--- config.mk ---
export PLATFORM = sky130hd
export DESIGN_NAME = twslv_top
export DESIGN_NICKNAME = d
export VERILOG_FILES = /design/src/hw/twslv_pkg.sv /design/src/hw/twslv_top.sv
export SDC_FILE = /design/constraint.sdc
export NUM_CORES = 1
export LEC_CHECK = 0
export BUFFER_PORTS_ARGS = -buffer_cell sky130_fd_sc_hd__buf_2
export CORE_MARGIN = 1
export CORE_UTILIZATION = 50
export CTS_CLUSTER_DIAMETER = 80
export DETAILED_ROUTE_END_ITERATION = 6
export GPL_TIMING_DRIVEN = 0
export PLACE_DENSITY = 0.74
export SYNTH_ARGS = -nofsm -noshare
export SYNTH_HDL_FRONTEND = slang
export SYNTH_SLANG_ARGS = --single-unit
--- constraint.sdc ---
create_clock -name I_CLK -period 5.1 [get_ports I_CLK]
set_input_delay 0.255 -clock I_CLK [delete_from_list [all_inputs] [get_ports I_CLK]]
set_output_delay 0.255 -clock I_CLK [all_outputs]
set_load 0.05 [all_outputs]
--- src/hw/twslv_pkg.sv ---
// shared constants and types for the two-wire slave receiver
package twslv_pkg;

  // ----------------------------------------------------------------
  // register byte offsets on the apb bus
  // ----------------------------------------------------------------
  localparam logic [7:0] OFS_OWN_SLAVE_ADDRESS = 8'h00;
  localparam logic [7:0] OFS_INTERFACE_CONTROL = 8'h04;
  localparam logic [7:0] OFS_BUS_STATE_REGISTER = 8'h08;
  localparam logic [7:0] OFS_BYTE_BUFFER_REGISTER = 8'h0C;

  // ----------------------------------------------------------------
  // reset values
  // ----------------------------------------------------------------
  localparam logic [7:0] RST_OWN_SLAVE_ADDRESS = 8'h00;
  localparam logic [7:0] RST_BYTE_BUFFER = 8'hFF;
  localparam logic [1:0] RST_PRESCALER = 2'h0;

  // ----------------------------------------------------------------
  // interface_control bit positions, plus the own-address broadcast bit and prescaler msb
  // ----------------------------------------------------------------
  localparam int BIT_INTERRUPT_FLAG = 7;
  localparam int BIT_ACKNOWLEDGE_ENABLE = 6;
  localparam int BIT_BEGIN_REQUEST = 5;
  localparam int BIT_HALT_REQUEST = 4;
  localparam int BIT_WRITE_COLLISION = 3;
  localparam int BIT_INTERFACE_ENABLE = 2;
  localparam int BIT_INTERRUPT_ENABLE = 0;
  localparam int BIT_BROADCAST_ENABLE = 0;
  localparam int PRESC_MSB = 1;

  // ----------------------------------------------------------------
  // status codes, prescaler bits zero
  // ----------------------------------------------------------------
  localparam logic [7:0] STA_OWN_ADDR = 8'h60;
  localparam logic [7:0] STA_OWN_ADDR_ARB = 8'h68;
  localparam logic [7:0] STA_GEN_CALL = 8'h70;
  localparam logic [7:0] STA_GEN_CALL_ARB = 8'h78;
  localparam logic [7:0] STA_DATA_ACK = 8'h80;
  localparam logic [7:0] STA_DATA_NACK = 8'h88;
  localparam logic [7:0] STA_GC_DATA_ACK = 8'h90;
  localparam logic [7:0] STA_GC_DATA_NACK = 8'h98;
  localparam logic [7:0] STA_END_ADDRESSED = 8'hA0;
  localparam logic [7:0] STA_NO_INFO = 8'hF8;
  localparam logic [7:0] BROADCAST_ADDRESS = 8'h00;
  localparam logic [3:0] BITS_PER_BYTE = 4'h8;

  // control bits held by software
  typedef struct packed {
    logic acknowledge_enable;
    logic begin_condition_request;
    logic halt_condition_request;
    logic interface_enable;
    logic interrupt_enable;
  } twslv_ctrl_t;

  // bus sequencer phases
  typedef enum logic [2:0] {
    PH_IDLE = 3'b000,
    PH_ADDR = 3'b001,
    PH_AACK = 3'b010,
    PH_HOLD = 3'b011,
    PH_DATA = 3'b100,
    PH_DACK = 3'b101,
    PH_SKIP = 3'b110
  } twslv_phase_t;

endpackage

--- src/hw/twslv_top.sv ---
// two-wire slave receiver with apb register access
//
// Added by the designer: the APB register port and the placing of the registers.
`timescale 1ns/1ns

module twslv_top
  import twslv_pkg::*;
#(
  parameter int ADDR_W = 8
) (
  // clock, reset, enable
  input wire logic I_CLK,
  input wire logic I_RESET,
  input wire logic I_CE,
  // apb slave
  input wire logic I_PSEL,
  input wire logic I_PENABLE,
  input wire logic I_PWRITE,
  input wire logic [ADDR_W-1:0] I_PADDR,
  input wire logic [31:0] I_PWDATA,
  output logic [31:0] O_PRDATA,
  output logic O_PREADY,
  output logic O_PSLVERR,
  // two-wire bus pins
  input wire logic I_SCL_IN,
  output logic O_SCL_OUT,
  output logic O_SCL_OE,
  input wire logic I_SDA_IN,
  output logic O_SDA_OUT,
  output logic O_SDA_OE,
  // power and master section
  input wire logic I_SLEEP,
  input wire logic I_ARB_LOST,
  output logic O_WAKE,
  output logic O_START_REQ,
  output logic O_IRQ
);

  // ----------------------------------------------------------------
  // declarations
  // ----------------------------------------------------------------
  twslv_ctrl_t ctrl;
  twslv_phase_t phase, resume_phase;
  logic [7:0] own_slave_address, bus_state, byte_buffer, shifter, rx_byte, ctrl_read;
  logic [PRESC_MSB:0] prescaler;
  logic [1:0] scl_sync, sda_sync;
  logic [3:0] bit_count;
  logic [31:0] next_rdata;
  logic interrupt_flag, write_collision_flag, scl_prev, sda_prev, got_rise, acked, gc_mode;
  logic addressed, bus_free, sda_drive, flag_set, wake_hold, start_req, buffer_load;
  logic wr_access, rd_setup, hit_osa, hit_ctrl, hit_stat, hit_data, mapped, clear_flag;
  logic scl_rise, scl_fall, start_cond, stop_cond, own_match, gc_match;

  // ----------------------------------------------------------------
  // apb decode
  // ----------------------------------------------------------------
  // writes land at the access edge; reads are captured at setup
  assign wr_access = I_PSEL & I_PENABLE & I_PWRITE;
  assign rd_setup = I_PSEL & ~I_PENABLE;
  assign hit_osa = I_PADDR == ADDR_W'(OFS_OWN_SLAVE_ADDRESS);
  assign hit_ctrl = I_PADDR == ADDR_W'(OFS_INTERFACE_CONTROL);
  assign hit_stat = I_PADDR == ADDR_W'(OFS_BUS_STATE_REGISTER);
  assign hit_data = I_PADDR == ADDR_W'(OFS_BYTE_BUFFER_REGISTER);
  assign mapped = hit_osa | hit_ctrl | hit_stat | hit_data;
  // flag clears by writing one to it
  assign clear_flag = I_CE & wr_access & hit_ctrl & I_PWDATA[BIT_INTERRUPT_FLAG];
  // zero wait states: every access phase completes at once
  assign O_PREADY = 1'b1;

  // control register image, unused bit reads zero
  always_comb begin
    ctrl_read = 8'h00;
    ctrl_read[BIT_INTERRUPT_FLAG] = interrupt_flag;
    ctrl_read[BIT_ACKNOWLEDGE_ENABLE] = ctrl.acknowledge_enable;
    ctrl_read[BIT_BEGIN_REQUEST] = ctrl.begin_condition_request;
    ctrl_read[BIT_HALT_REQUEST] = ctrl.halt_condition_request;
    ctrl_read[BIT_WRITE_COLLISION] = write_collision_flag;
    ctrl_read[BIT_INTERFACE_ENABLE] = ctrl.interface_enable;
    ctrl_read[BIT_INTERRUPT_ENABLE] = ctrl.interrupt_enable;
  end

  // read mux; narrow registers sit in the low byte
  always_comb begin
    next_rdata = 32'h0000_0000;
    if (hit_osa) begin
      next_rdata[7:0] = own_slave_address;
    end else if (hit_ctrl) begin
      next_rdata[7:0] = ctrl_read;
    end else if (hit_stat) begin
      next_rdata[7:0] = {bus_state[7:3], 1'b0, prescaler};
    end else if (hit_data) begin
      next_rdata[7:0] = byte_buffer;
    end
  end

  // read data and error captured in the setup cycle
  always_ff @(posedge I_CLK or posedge I_RESET) begin
    if (I_RESET) begin
      O_PRDATA <= 32'h0000_0000;
      O_PSLVERR <= 1'b0;
    end else if (I_CE && rd_setup) begin
      O_PRDATA <= I_PWRITE ? 32'h0000_0000 : next_rdata;
      O_PSLVERR <= ~mapped;
    end
  end

  // ----------------------------------------------------------------
  // software registers
  // ----------------------------------------------------------------
  // own address register and prescaler
  always_ff @(posedge I_CLK or posedge I_RESET) begin
    if (I_RESET) begin
      own_slave_address <= RST_OWN_SLAVE_ADDRESS;
      prescaler <= RST_PRESCALER;
    end else if (I_CE && wr_access) begin
      if (hit_osa) begin
        own_slave_address <= I_PWDATA[7:0];
      end
      // prescaler kept apart from the code bits
      if (hit_stat) begin
        prescaler <= I_PWDATA[PRESC_MSB:0];
      end
    end
  end

  always_ff @(posedge I_CLK or posedge I_RESET) begin
    if (I_RESET) begin
      ctrl <= '0;
    end else if (I_CE && wr_access && hit_ctrl) begin
      ctrl.acknowledge_enable <= I_PWDATA[BIT_ACKNOWLEDGE_ENABLE];
      ctrl.begin_condition_request <= I_PWDATA[BIT_BEGIN_REQUEST];
      ctrl.halt_condition_request <= I_PWDATA[BIT_HALT_REQUEST];
      ctrl.interface_enable <= I_PWDATA[BIT_INTERFACE_ENABLE];
      ctrl.interrupt_enable <= I_PWDATA[BIT_INTERRUPT_ENABLE];
    end
  end

  // flag: a hardware set beats a software clear in the same cycle
  always_ff @(posedge I_CLK or posedge I_RESET) begin
    if (I_RESET) begin
      interrupt_flag <= 1'b0;
    end else if (I_CE) begin
      if (flag_set) begin
        interrupt_flag <= 1'b1;
      end else if (clear_flag) begin
        interrupt_flag <= 1'b0;
      end
    end
  end

  // byte buffer: received bytes, or software writes while flag is set
  always_ff @(posedge I_CLK or posedge I_RESET) begin
    if (I_RESET) begin
      byte_buffer <= RST_BYTE_BUFFER;
      write_collision_flag <= 1'b0;
    end else if (I_CE) begin
      if (buffer_load) begin
        byte_buffer <= rx_byte;
      end else if (wr_access && hit_data) begin
        // writing while the flag is clear is a collision, data dropped
        if (interrupt_flag) begin
          byte_buffer <= I_PWDATA[7:0];
          write_collision_flag <= 1'b0;
        end else begin
          write_collision_flag <= 1'b1;
        end
      end
    end
  end

  // ----------------------------------------------------------------
  // pin synchronisers and edge detection
  // ----------------------------------------------------------------
  // two stages before any logic looks at the pins
  always_ff @(posedge I_CLK or posedge I_RESET) begin
    if (I_RESET) begin
      scl_sync <= 2'b11;
      sda_sync <= 2'b11;
      scl_prev <= 1'b1;
      sda_prev <= 1'b1;
    end else if (I_CE) begin
      scl_sync <= {scl_sync[0], I_SCL_IN};
      sda_sync <= {sda_sync[0], I_SDA_IN};
      scl_prev <= scl_sync[1];
      sda_prev <= sda_sync[1];
    end
  end

  assign scl_rise = scl_sync[1] & ~scl_prev;
  assign scl_fall = ~scl_sync[1] & scl_prev;
  assign start_cond = scl_sync[1] & scl_prev & sda_prev & ~sda_sync[1];
  assign stop_cond = scl_sync[1] & scl_prev & ~sda_prev & sda_sync[1];

  // seven address bits plus write direction
  assign own_match = (shifter[7:1] == own_slave_address[7:1]) & ~shifter[0];
  assign gc_match = (shifter == BROADCAST_ADDRESS) & own_slave_address[BIT_BROADCAST_ENABLE];

  // bus busy tracking for a pending begin request
  always_ff @(posedge I_CLK or posedge I_RESET) begin
    if (I_RESET) begin
      bus_free <= 1'b1;
    end else if (I_CE && (start_cond || stop_cond)) begin
      // start and stop never coincide, so stop alone decides
      bus_free <= stop_cond;
    end
  end

  // ----------------------------------------------------------------
  // bus sequencer
  // ----------------------------------------------------------------
  always_ff @(posedge I_CLK or posedge I_RESET) begin
    if (I_RESET) begin
      phase <= PH_IDLE;
      resume_phase <= PH_IDLE;
      shifter <= 8'h00;
      bit_count <= 4'h0;
      got_rise <= 1'b0;
      acked <= 1'b0;
      gc_mode <= 1'b0;
      addressed <= 1'b0;
      sda_drive <= 1'b0;
      flag_set <= 1'b0;
      bus_state <= STA_NO_INFO;
      buffer_load <= 1'b0;
      rx_byte <= 8'h00;
      wake_hold <= 1'b0;
    end else if (I_CE) begin
      flag_set <= 1'b0;
      buffer_load <= 1'b0;
      // wake stays up until software clears the flag
      if (clear_flag && !flag_set) begin
        wake_hold <= 1'b0;
      end
      if (!ctrl.interface_enable) begin
        phase <= PH_IDLE;
        sda_drive <= 1'b0;
        addressed <= 1'b0;
      end else if (phase != PH_HOLD && (start_cond || stop_cond)) begin
        sda_drive <= 1'b0;
        bit_count <= 4'h0;
        got_rise <= 1'b0;
        if (addressed) begin
          // end of an addressed transfer is reported
          addressed <= 1'b0;
          flag_set <= 1'b1;
          bus_state <= STA_END_ADDRESSED;
          phase <= PH_HOLD;
          resume_phase <= start_cond ? PH_ADDR : PH_IDLE;
        end else begin
          // bus still watched while acknowledge is off
          phase <= start_cond ? PH_ADDR : PH_IDLE;
        end
      end else begin
        case (phase)
          PH_IDLE, PH_SKIP: begin
            sda_drive <= 1'b0;
          end
          PH_ADDR: begin
            if (scl_rise) begin
              shifter <= {shifter[6:0], sda_sync[1]};
              bit_count <= bit_count + 4'h1;
            end else if (scl_fall && bit_count == BITS_PER_BYTE) begin
              // ack own or broadcast address only with acknowledge on
              if (ctrl.acknowledge_enable && (own_match || gc_match)) begin
                sda_drive <= 1'b1;
                gc_mode <= gc_match;
                got_rise <= 1'b0;
                phase <= PH_AACK;
              end else begin
                // read direction or foreign address: not for us
                phase <= PH_SKIP;
              end
            end
          end
          PH_AACK: begin
            if (scl_rise) begin
              got_rise <= 1'b1;
            end else if (scl_fall && got_rise) begin
              sda_drive <= 1'b0;
              addressed <= 1'b1;
              // flag and status after address and write bit
              flag_set <= 1'b1;
              phase <= PH_HOLD;
              resume_phase <= PH_DATA;
              wake_hold <= I_SLEEP;
              // lost arbitration selects the alternate codes
              if (gc_mode) begin
                bus_state <= I_ARB_LOST ? STA_GEN_CALL_ARB : STA_GEN_CALL;
              end else begin
                bus_state <= I_ARB_LOST ? STA_OWN_ADDR_ARB : STA_OWN_ADDR;
              end
            end
          end
          PH_HOLD: begin
            // entered before the flag is set, so left a cycle later; the flag alone keeps scl low
            if (!interrupt_flag) begin
              phase <= resume_phase;
              bit_count <= 4'h0;
              got_rise <= 1'b0;
            end
          end
          PH_DATA: begin
            if (scl_rise) begin
              shifter <= {shifter[6:0], sda_sync[1]};
              bit_count <= bit_count + 4'h1;
            end else if (scl_fall && bit_count == BITS_PER_BYTE) begin
              // byte buffer left alone while asleep
              buffer_load <= ~I_SLEEP;
              rx_byte <= shifter;
              // ack follows the enable at the byte's end
              sda_drive <= ctrl.acknowledge_enable;
              acked <= ctrl.acknowledge_enable;
              got_rise <= 1'b0;
              phase <= PH_DACK;
            end
          end
          PH_DACK: begin
            if (scl_rise) begin
              got_rise <= 1'b1;
            end else if (scl_fall && got_rise) begin
              sda_drive <= 1'b0;
              flag_set <= 1'b1;
              phase <= PH_HOLD;
              // acked byte continues, nacked byte ends it
              if (acked) begin
                bus_state <= gc_mode ? STA_GC_DATA_ACK : STA_DATA_ACK;
                resume_phase <= PH_DATA;
              end else begin
                bus_state <= gc_mode ? STA_GC_DATA_NACK : STA_DATA_NACK;
                resume_phase <= PH_IDLE;
                addressed <= 1'b0;
              end
            end
          end
          default: begin
            phase <= PH_IDLE;
          end
        endcase
      end
    end
  end

  // begin request issued once unaddressed and the bus is free
  always_ff @(posedge I_CLK or posedge I_RESET) begin
    if (I_RESET) begin
      start_req <= 1'b0;
    end else if (I_CE) begin
      start_req <= ctrl.interface_enable & ctrl.begin_condition_request & bus_free &
                   ~addressed & (phase == PH_IDLE);
    end
  end

  // ----------------------------------------------------------------
  // outputs
  // ----------------------------------------------------------------
  // open-drain pins only ever pull low
  assign O_SCL_OUT = 1'b0;
  assign O_SDA_OUT = 1'b0;
  // stretch scl while the flag waits
  assign O_SCL_OE = interrupt_flag & ctrl.interface_enable;
  assign O_SDA_OE = sda_drive;
  // wake request for the power controller
  assign O_WAKE = wake_hold;
  assign O_START_REQ = start_req;
  assign O_IRQ = interrupt_flag & ctrl.interrupt_enable;

endmodule

* Word-level counts from Yosys, hierarchy flattened *
Cells that the tools add are included.

storage, ports and cells
  bits in registers = 108
  input bits = 50
  output and inout bits = 41
  word-level logic and storage cells = 242

cells by class
  add/subtract/negate cells = 1
  equal/unequal tests = 41
  mux-type cells = 93
  bitwise operators = 36
  reduce and logical (&&, ||, !) cells = 39

operators with widths
  cell                count
  $mux 8              14
  $mux 3              17
  $mux 1              45
  $ne 4x4->1 const B  11
  $ne 3x3->1 const B  11
  $and 1x1->1         21
  $mux 4              5
  $mux 5              4
  $reduce_and 9->1    2
  $eq 8x4->1 const B  2
  $logic_not 8->1     2
  $pmux 8 s2          1
  $pmux 3 s5          1
  $reduce_and 7->1    2
  $not 1->1           12
  $logic_and 1x1->1   10
  $reduce_and 10->1   1
  $reduce_and 5->1    2
  $eq 3x3->1 const B  3
  $eq 8x3->1 const B  1
  $pmux 1 s4          2
  $pmux 4 s2          1
  $reduce_and 8->1    1
  $eq 7x7->1          1
  25 further kinds    38

* Longest topological paths before layout *
  depth in word-level cells = 12
  depth in mapped cells = 7
  gate-level depth less buffers = 7

* Least setup slack after synthesis *
No wires, ideal clock.

  kind = reg-to-reg
  start = register sda_prev
  end = register sda_drive (netlist: O_SDA_OE)
  library setup time = 0.087 ns
  arrival time = 2.004 ns
  data required time = 5.013 ns
  setup slack = 3.010 ns
  cell stages (with the launch flop) = 7
  buffers on the path = 1
  clock period less this slack = 2.090 ns
  cell sequence = dfstp_2 clkbuf_1 xnor2_1 nor2_1 or4_1 or4b_1 o211ai_1

between the ends
  longest elaborated chain between the ends = 7

ends and longest elaborated chain
  what                                                         line              RTL
  start: declaration                                           twslv_top.sv:49   logic interrupt_flag, write_collision_flag, scl_prev, sda_prev, got_rise, acked, gc_mode;
  start signal: assignment                                     twslv_top.sv:185  sda_prev <= sda_sync[1];
  $not 1->1                                                    twslv_top.sv:192  assign stop_cond = scl_sync[1] & scl_prev & ~sda_prev & sda_sync[1];
  $and 1x1->1 (2 in a row)                                     twslv_top.sv:192
  $logic_or 1x1->1 (*)                                         twslv_top.sv:238  end else if (phase != PH_HOLD && (start_cond || stop_cond)) begin
  $logic_and 1x1->1 (*)                                        twslv_top.sv:238
  $ne 6x2->1 (no line), or another cell as far along           --
  $reduce_and 9->1 (no line) / $mux 1 (equally long branches)  --
  end signal: assignment                                       twslv_top.sv:311  sda_drive <= ctrl.acknowledge_enable;
  end: declaration                                             twslv_top.sv:50   logic addressed, bus_free, sda_drive, flag_set, wake_hold, start_req, buffer_load;

Mark *: on every way between the ends. The rest lies on a longest branch, timed or not.
A chain may end at the register's enable or synchronous reset.

* Worst setup path in the final report *
  start = register phase[0]
  end = register rx_byte[0]

between the ends
  longest elaborated chain between the ends = 4

ends and longest elaborated chain
  what                            line              RTL
  start: declaration              twslv_top.sv:43   twslv_phase_t phase, resume_phase;
  start signal: assignment        twslv_top.sv:251  phase <= start_cond ? PH_ADDR : PH_IDLE;
  start signal: assignment        twslv_top.sv:297  phase <= resume_phase;
  $ne 3x2->1                      twslv_top.sv:238
  $logic_and 1x1->1               twslv_top.sv:238
  $not 1->1 (no line)             --
  $reduce_and 6->1 (no line) (*)  --
  end signal: assignment          twslv_top.sv:309  rx_byte <= shifter;
  end: declaration                twslv_top.sv:44   logic [7:0] own_slave_address, bus_state, byte_buffer, shifter, rx_byte, ctrl_read;

Marked as above.

==> qor.csv <==
stage;metric;value;unit
power;net switching power;0.356;mW
logic_synthesis;syn avg cell area;10.6;µm²
power;Switching Share;0.272;
final_layout;Register Area;2030;µm²
final_layout;# diodes;0;
cts;Clock Tree Buf Depth;2;
logic_synthesis;cells after synthesis;416;
critical_path;WS Path Type;register to register;
floorplanning;Die Span X;95.7;µm
routing;Avg WL per Cell;17.1;µm
worst_hold_path;worst hold path type;input port to register;
routing;Starting DRT DRC Count;264;
timing;final hold vios;0;
floorplanning;FP Rows;33;
worst_hold_path;hold path cells;2;
routing;DRC;0;
global_routing;total grt overflow;0;
logic_synthesis;area leader, netlist;dfrtp_1;
floorplanning;core area;8340;µm²
critical_path;crit path launch type;register;
routing;routed vias;3448;
critical_path;CP max FO;10;
global_routing;number of global-route vias before repair;3213;
floorplanning;Initial Utilization;0.527;
logic_synthesis;synth top area cells;dfrtp_1 34%, mux2_2 13%, dfstp_2 12%;
power;internal power;0.950;mW
cts;setup bufs post-CTS;0;
logic_synthesis;Post-synth ARST share;1.00;
global_routing;global-route wire length before repair;16300;µm
timing;Final Slew Violations;0;
status;outcome;complete, no violations;
timing;Slew HR;0.352;
place;placed cell count;585;
power;peak supply drop;0.132;mV
cts;clock slew at reported path FFs;0.08;ns
timing;RSZ-0062 raised after global routing;no;
cts;clk root buf;clkbuf_8;
power;Sequential Power Share;0.512;
logic_synthesis;Synth Warn #;0;
routing;Routed Antenna Nets;0;
logic_synthesis;Yosys top cell area share;0.342;
logic_synthesis;sequential fraction of the synthesis area;0.462;
routing;Routed WL;10300;µm
final_layout;area delta synth->final;14.7;%
logic_synthesis;Synth Register Bits;80;
final_layout;fillers;719;
timing;Worst-Margin Slew;0.972;ns
final_layout;share of cells above drive strength 1;0.338;
floorplanning;Die Span Y;95.7;µm
cts;TritonCTS clock tree;yes;
floorplanning;Boundary Pins;91;
logic_synthesis;cell area after synthesis;4390;µm²
routing;DRT Pass-1 Iters;5;
place;hpwl dp;7530;µm
critical_path;reg2reg setup slack;2.61;ns
place;IO buf count;38;
timing;setup TNS;0;ns
run;number of max-cap violations;0;
critical_path;CP Data Arrival Time;2.73;ns
final_layout;Layout Nets;544;
cts;clk_lat worst skew;0.36;ns
timing;Max Fclk;0.402;GHz
critical_path;CP Capture Type;register;
power;Leakage;2.37;nW
critical_path;Worst Path Required;5.35;ns
power;Logic pwr share;0.132;
final_layout;area of the multi-input gates;2110;µm²
timing;clock skew;0.00449;ns
final_layout;final core utilization;0.604;
power;clock group share of total power;0.356;
timing;Final period util;0.488;
final_layout;non-filler cells, final;602;
logic_synthesis;EDFF count, synth;0;
logic_synthesis;Most used DFF post-synth;dfrtp_1;
routing;DR vias/cell;5.73;
floorplanning;die area;9160;µm²
logic_synthesis;post-synth cell types;66;
cts;Num CTS Buffers;9;
power;Pwr Density;259;nW/µm²
timing;crit path time final;2.49;ns
critical_path;cells on worst reg2reg path;5;
cts;Clock Sinks;80;
global_routing;initial antenna violation count;0;
timing;final setup fails;0;
place;Final Wtd Congestion;0.887;
cts;H-Tree Depth;3;
global_routing;largest net degree at the start of global routing;69;
global_routing;All-Layer GR Usage;0.241;
## stage by stage
step	cell area (µm²)	hold slack [ns]	setup slack [ns]	power, mW
final	5040	0.130	2.61	1.31
after global routing	5040	0.120	2.45	1.36
after CTS	5040	0.122	2.68	1.31
after global placement	4810	0.451	1.92	0.844
after detailed placement	4840	0.191	2.67	0.850
after floorplan	4490	0.350	2.83	0.808
## registers in the layout, indices dropped and copies added, names as in the netlist, 2 cells and up
| register | flops |
|---|---|
| O_PRDATA | 8 |
| byte_buffer | 8 |
| own_slave_address | 8 |
| rx_byte | 8 |
| shifter | 8 |
| bus_state | 5 |
| ctrl | 5 |
| bit_count | 4 |
| phase | 3 |
| prescaler | 2 |
| resume_phase | 2 |
| scl_sync | 2 |
| sda_sync | 2 |
## critical path, cell delays in order (launching register included)
cell	delay, ns
dfrtp_1	0.48
clkbuf_1	0.41
nand3b_1	0.20
nand3_1	0.30
nand4_1	0.52
mux2_2	0.46
## repair_timing
item / CTS / global route
resized for setup: 0 / 0
hold buffers: 1 / 0
endpoints found under the hold margin: 7 / 0
## cell families (layout without fill, tap and decap cells)
kind of cell	count (synthesis)	in the layout	synth area share
other cells	2	27	0.00171
simple gates	113	113	0.140
xor+xnor	11	11	0.0219
buf+inv	62	118	0.0783
fa+ha+maj	2	2	0.00570
flops	80	80	0.462
mux	64	64	0.163
compound gates	82	82	0.128
## power by group through the flow
stage	combinational [mW]	clock [mW]	sequential, mW
after global placement	0.165	0	0.679
after detailed placement	0.170	0	0.680
after CTS	0.171	0.474	0.668
after global routing	0.189	0.499	0.671
final	0.172	0.465	0.668
after floorplan	0.130	0	0.677
## cells in the final DEF (no fill, tap or decap), drive strengths merged, types with 4 or more instances in the layout
cell	netlist	routed
nor2	24	24
dfrtp	60	60
a21oi	12	12
buf	31	70
dfstp	20	20
o21ai	24	24
a22o	6	6
nand4	5	5
and2	4	4
nor3b	4	4
nand3b	5	5
mux2i	12	12
nor3	5	5
xor2	5	5
or4	5	5
clkbuf	15	28
nor2b	4	4
a21o	4	4
inv	16	16
nand3	9	9
mux2	51	51
conb	2	27
xnor2	6	6
nand2	31	31
o31ai	4	4
## final timing paths
| kind | to | startpoint |
|---|---|---|
| max in group asynchronous | byte_buffer[2] | I_RESET |
| min in group asynchronous | addressed | I_RESET |
| min reg2reg | bus_state[6] | bus_state[6] |
| min | scl_sync[0] | I_SCL_IN |
| max reg2reg | rx_byte[0] | phase[0] |
| max | rx_byte[0] | phase[0] |
## cells in the mapped netlist, types with 4 or more instances
master	instances
a22o_1	6
o31ai_1	4
buf_4	27
nand4_1	5
mux2i_1	12
o21ai_0	24
inv_1	16
clkbuf_1	15
a21o_1	4
nor2_1	24
nand3b_1	5
dfrtp_1	60
a21oi_1	12
xor2_1	5
nor3_1	5
mux2_2	50
dfstp_2	20
nand2_1	30
nand3_1	9
xnor2_1	6
nor2b_1	4
## layout make-up
cell class                      count  area share
Multi-Input combinational cell    299       0.420
Tap cell                          105      0.0261
Buffer                             46      0.0564
Clock buffer                       13      0.0296
Timing Repair Buffer               40      0.0452
Inverter                           16      0.0124
Clock inverter                      3     0.00844
Sequential cell                    80       0.402
## routing by layer
layer,share of wire,global-route usage,vias up
met2,0.46,0.370,137
li1,-,-,1604
met3,0.071,0.0577,18
met5,0,0,-
met1,0.45,0.335,1689
met4,0.018,0.0858,0
Note: power is estimated with default switching activity, not from simulation.
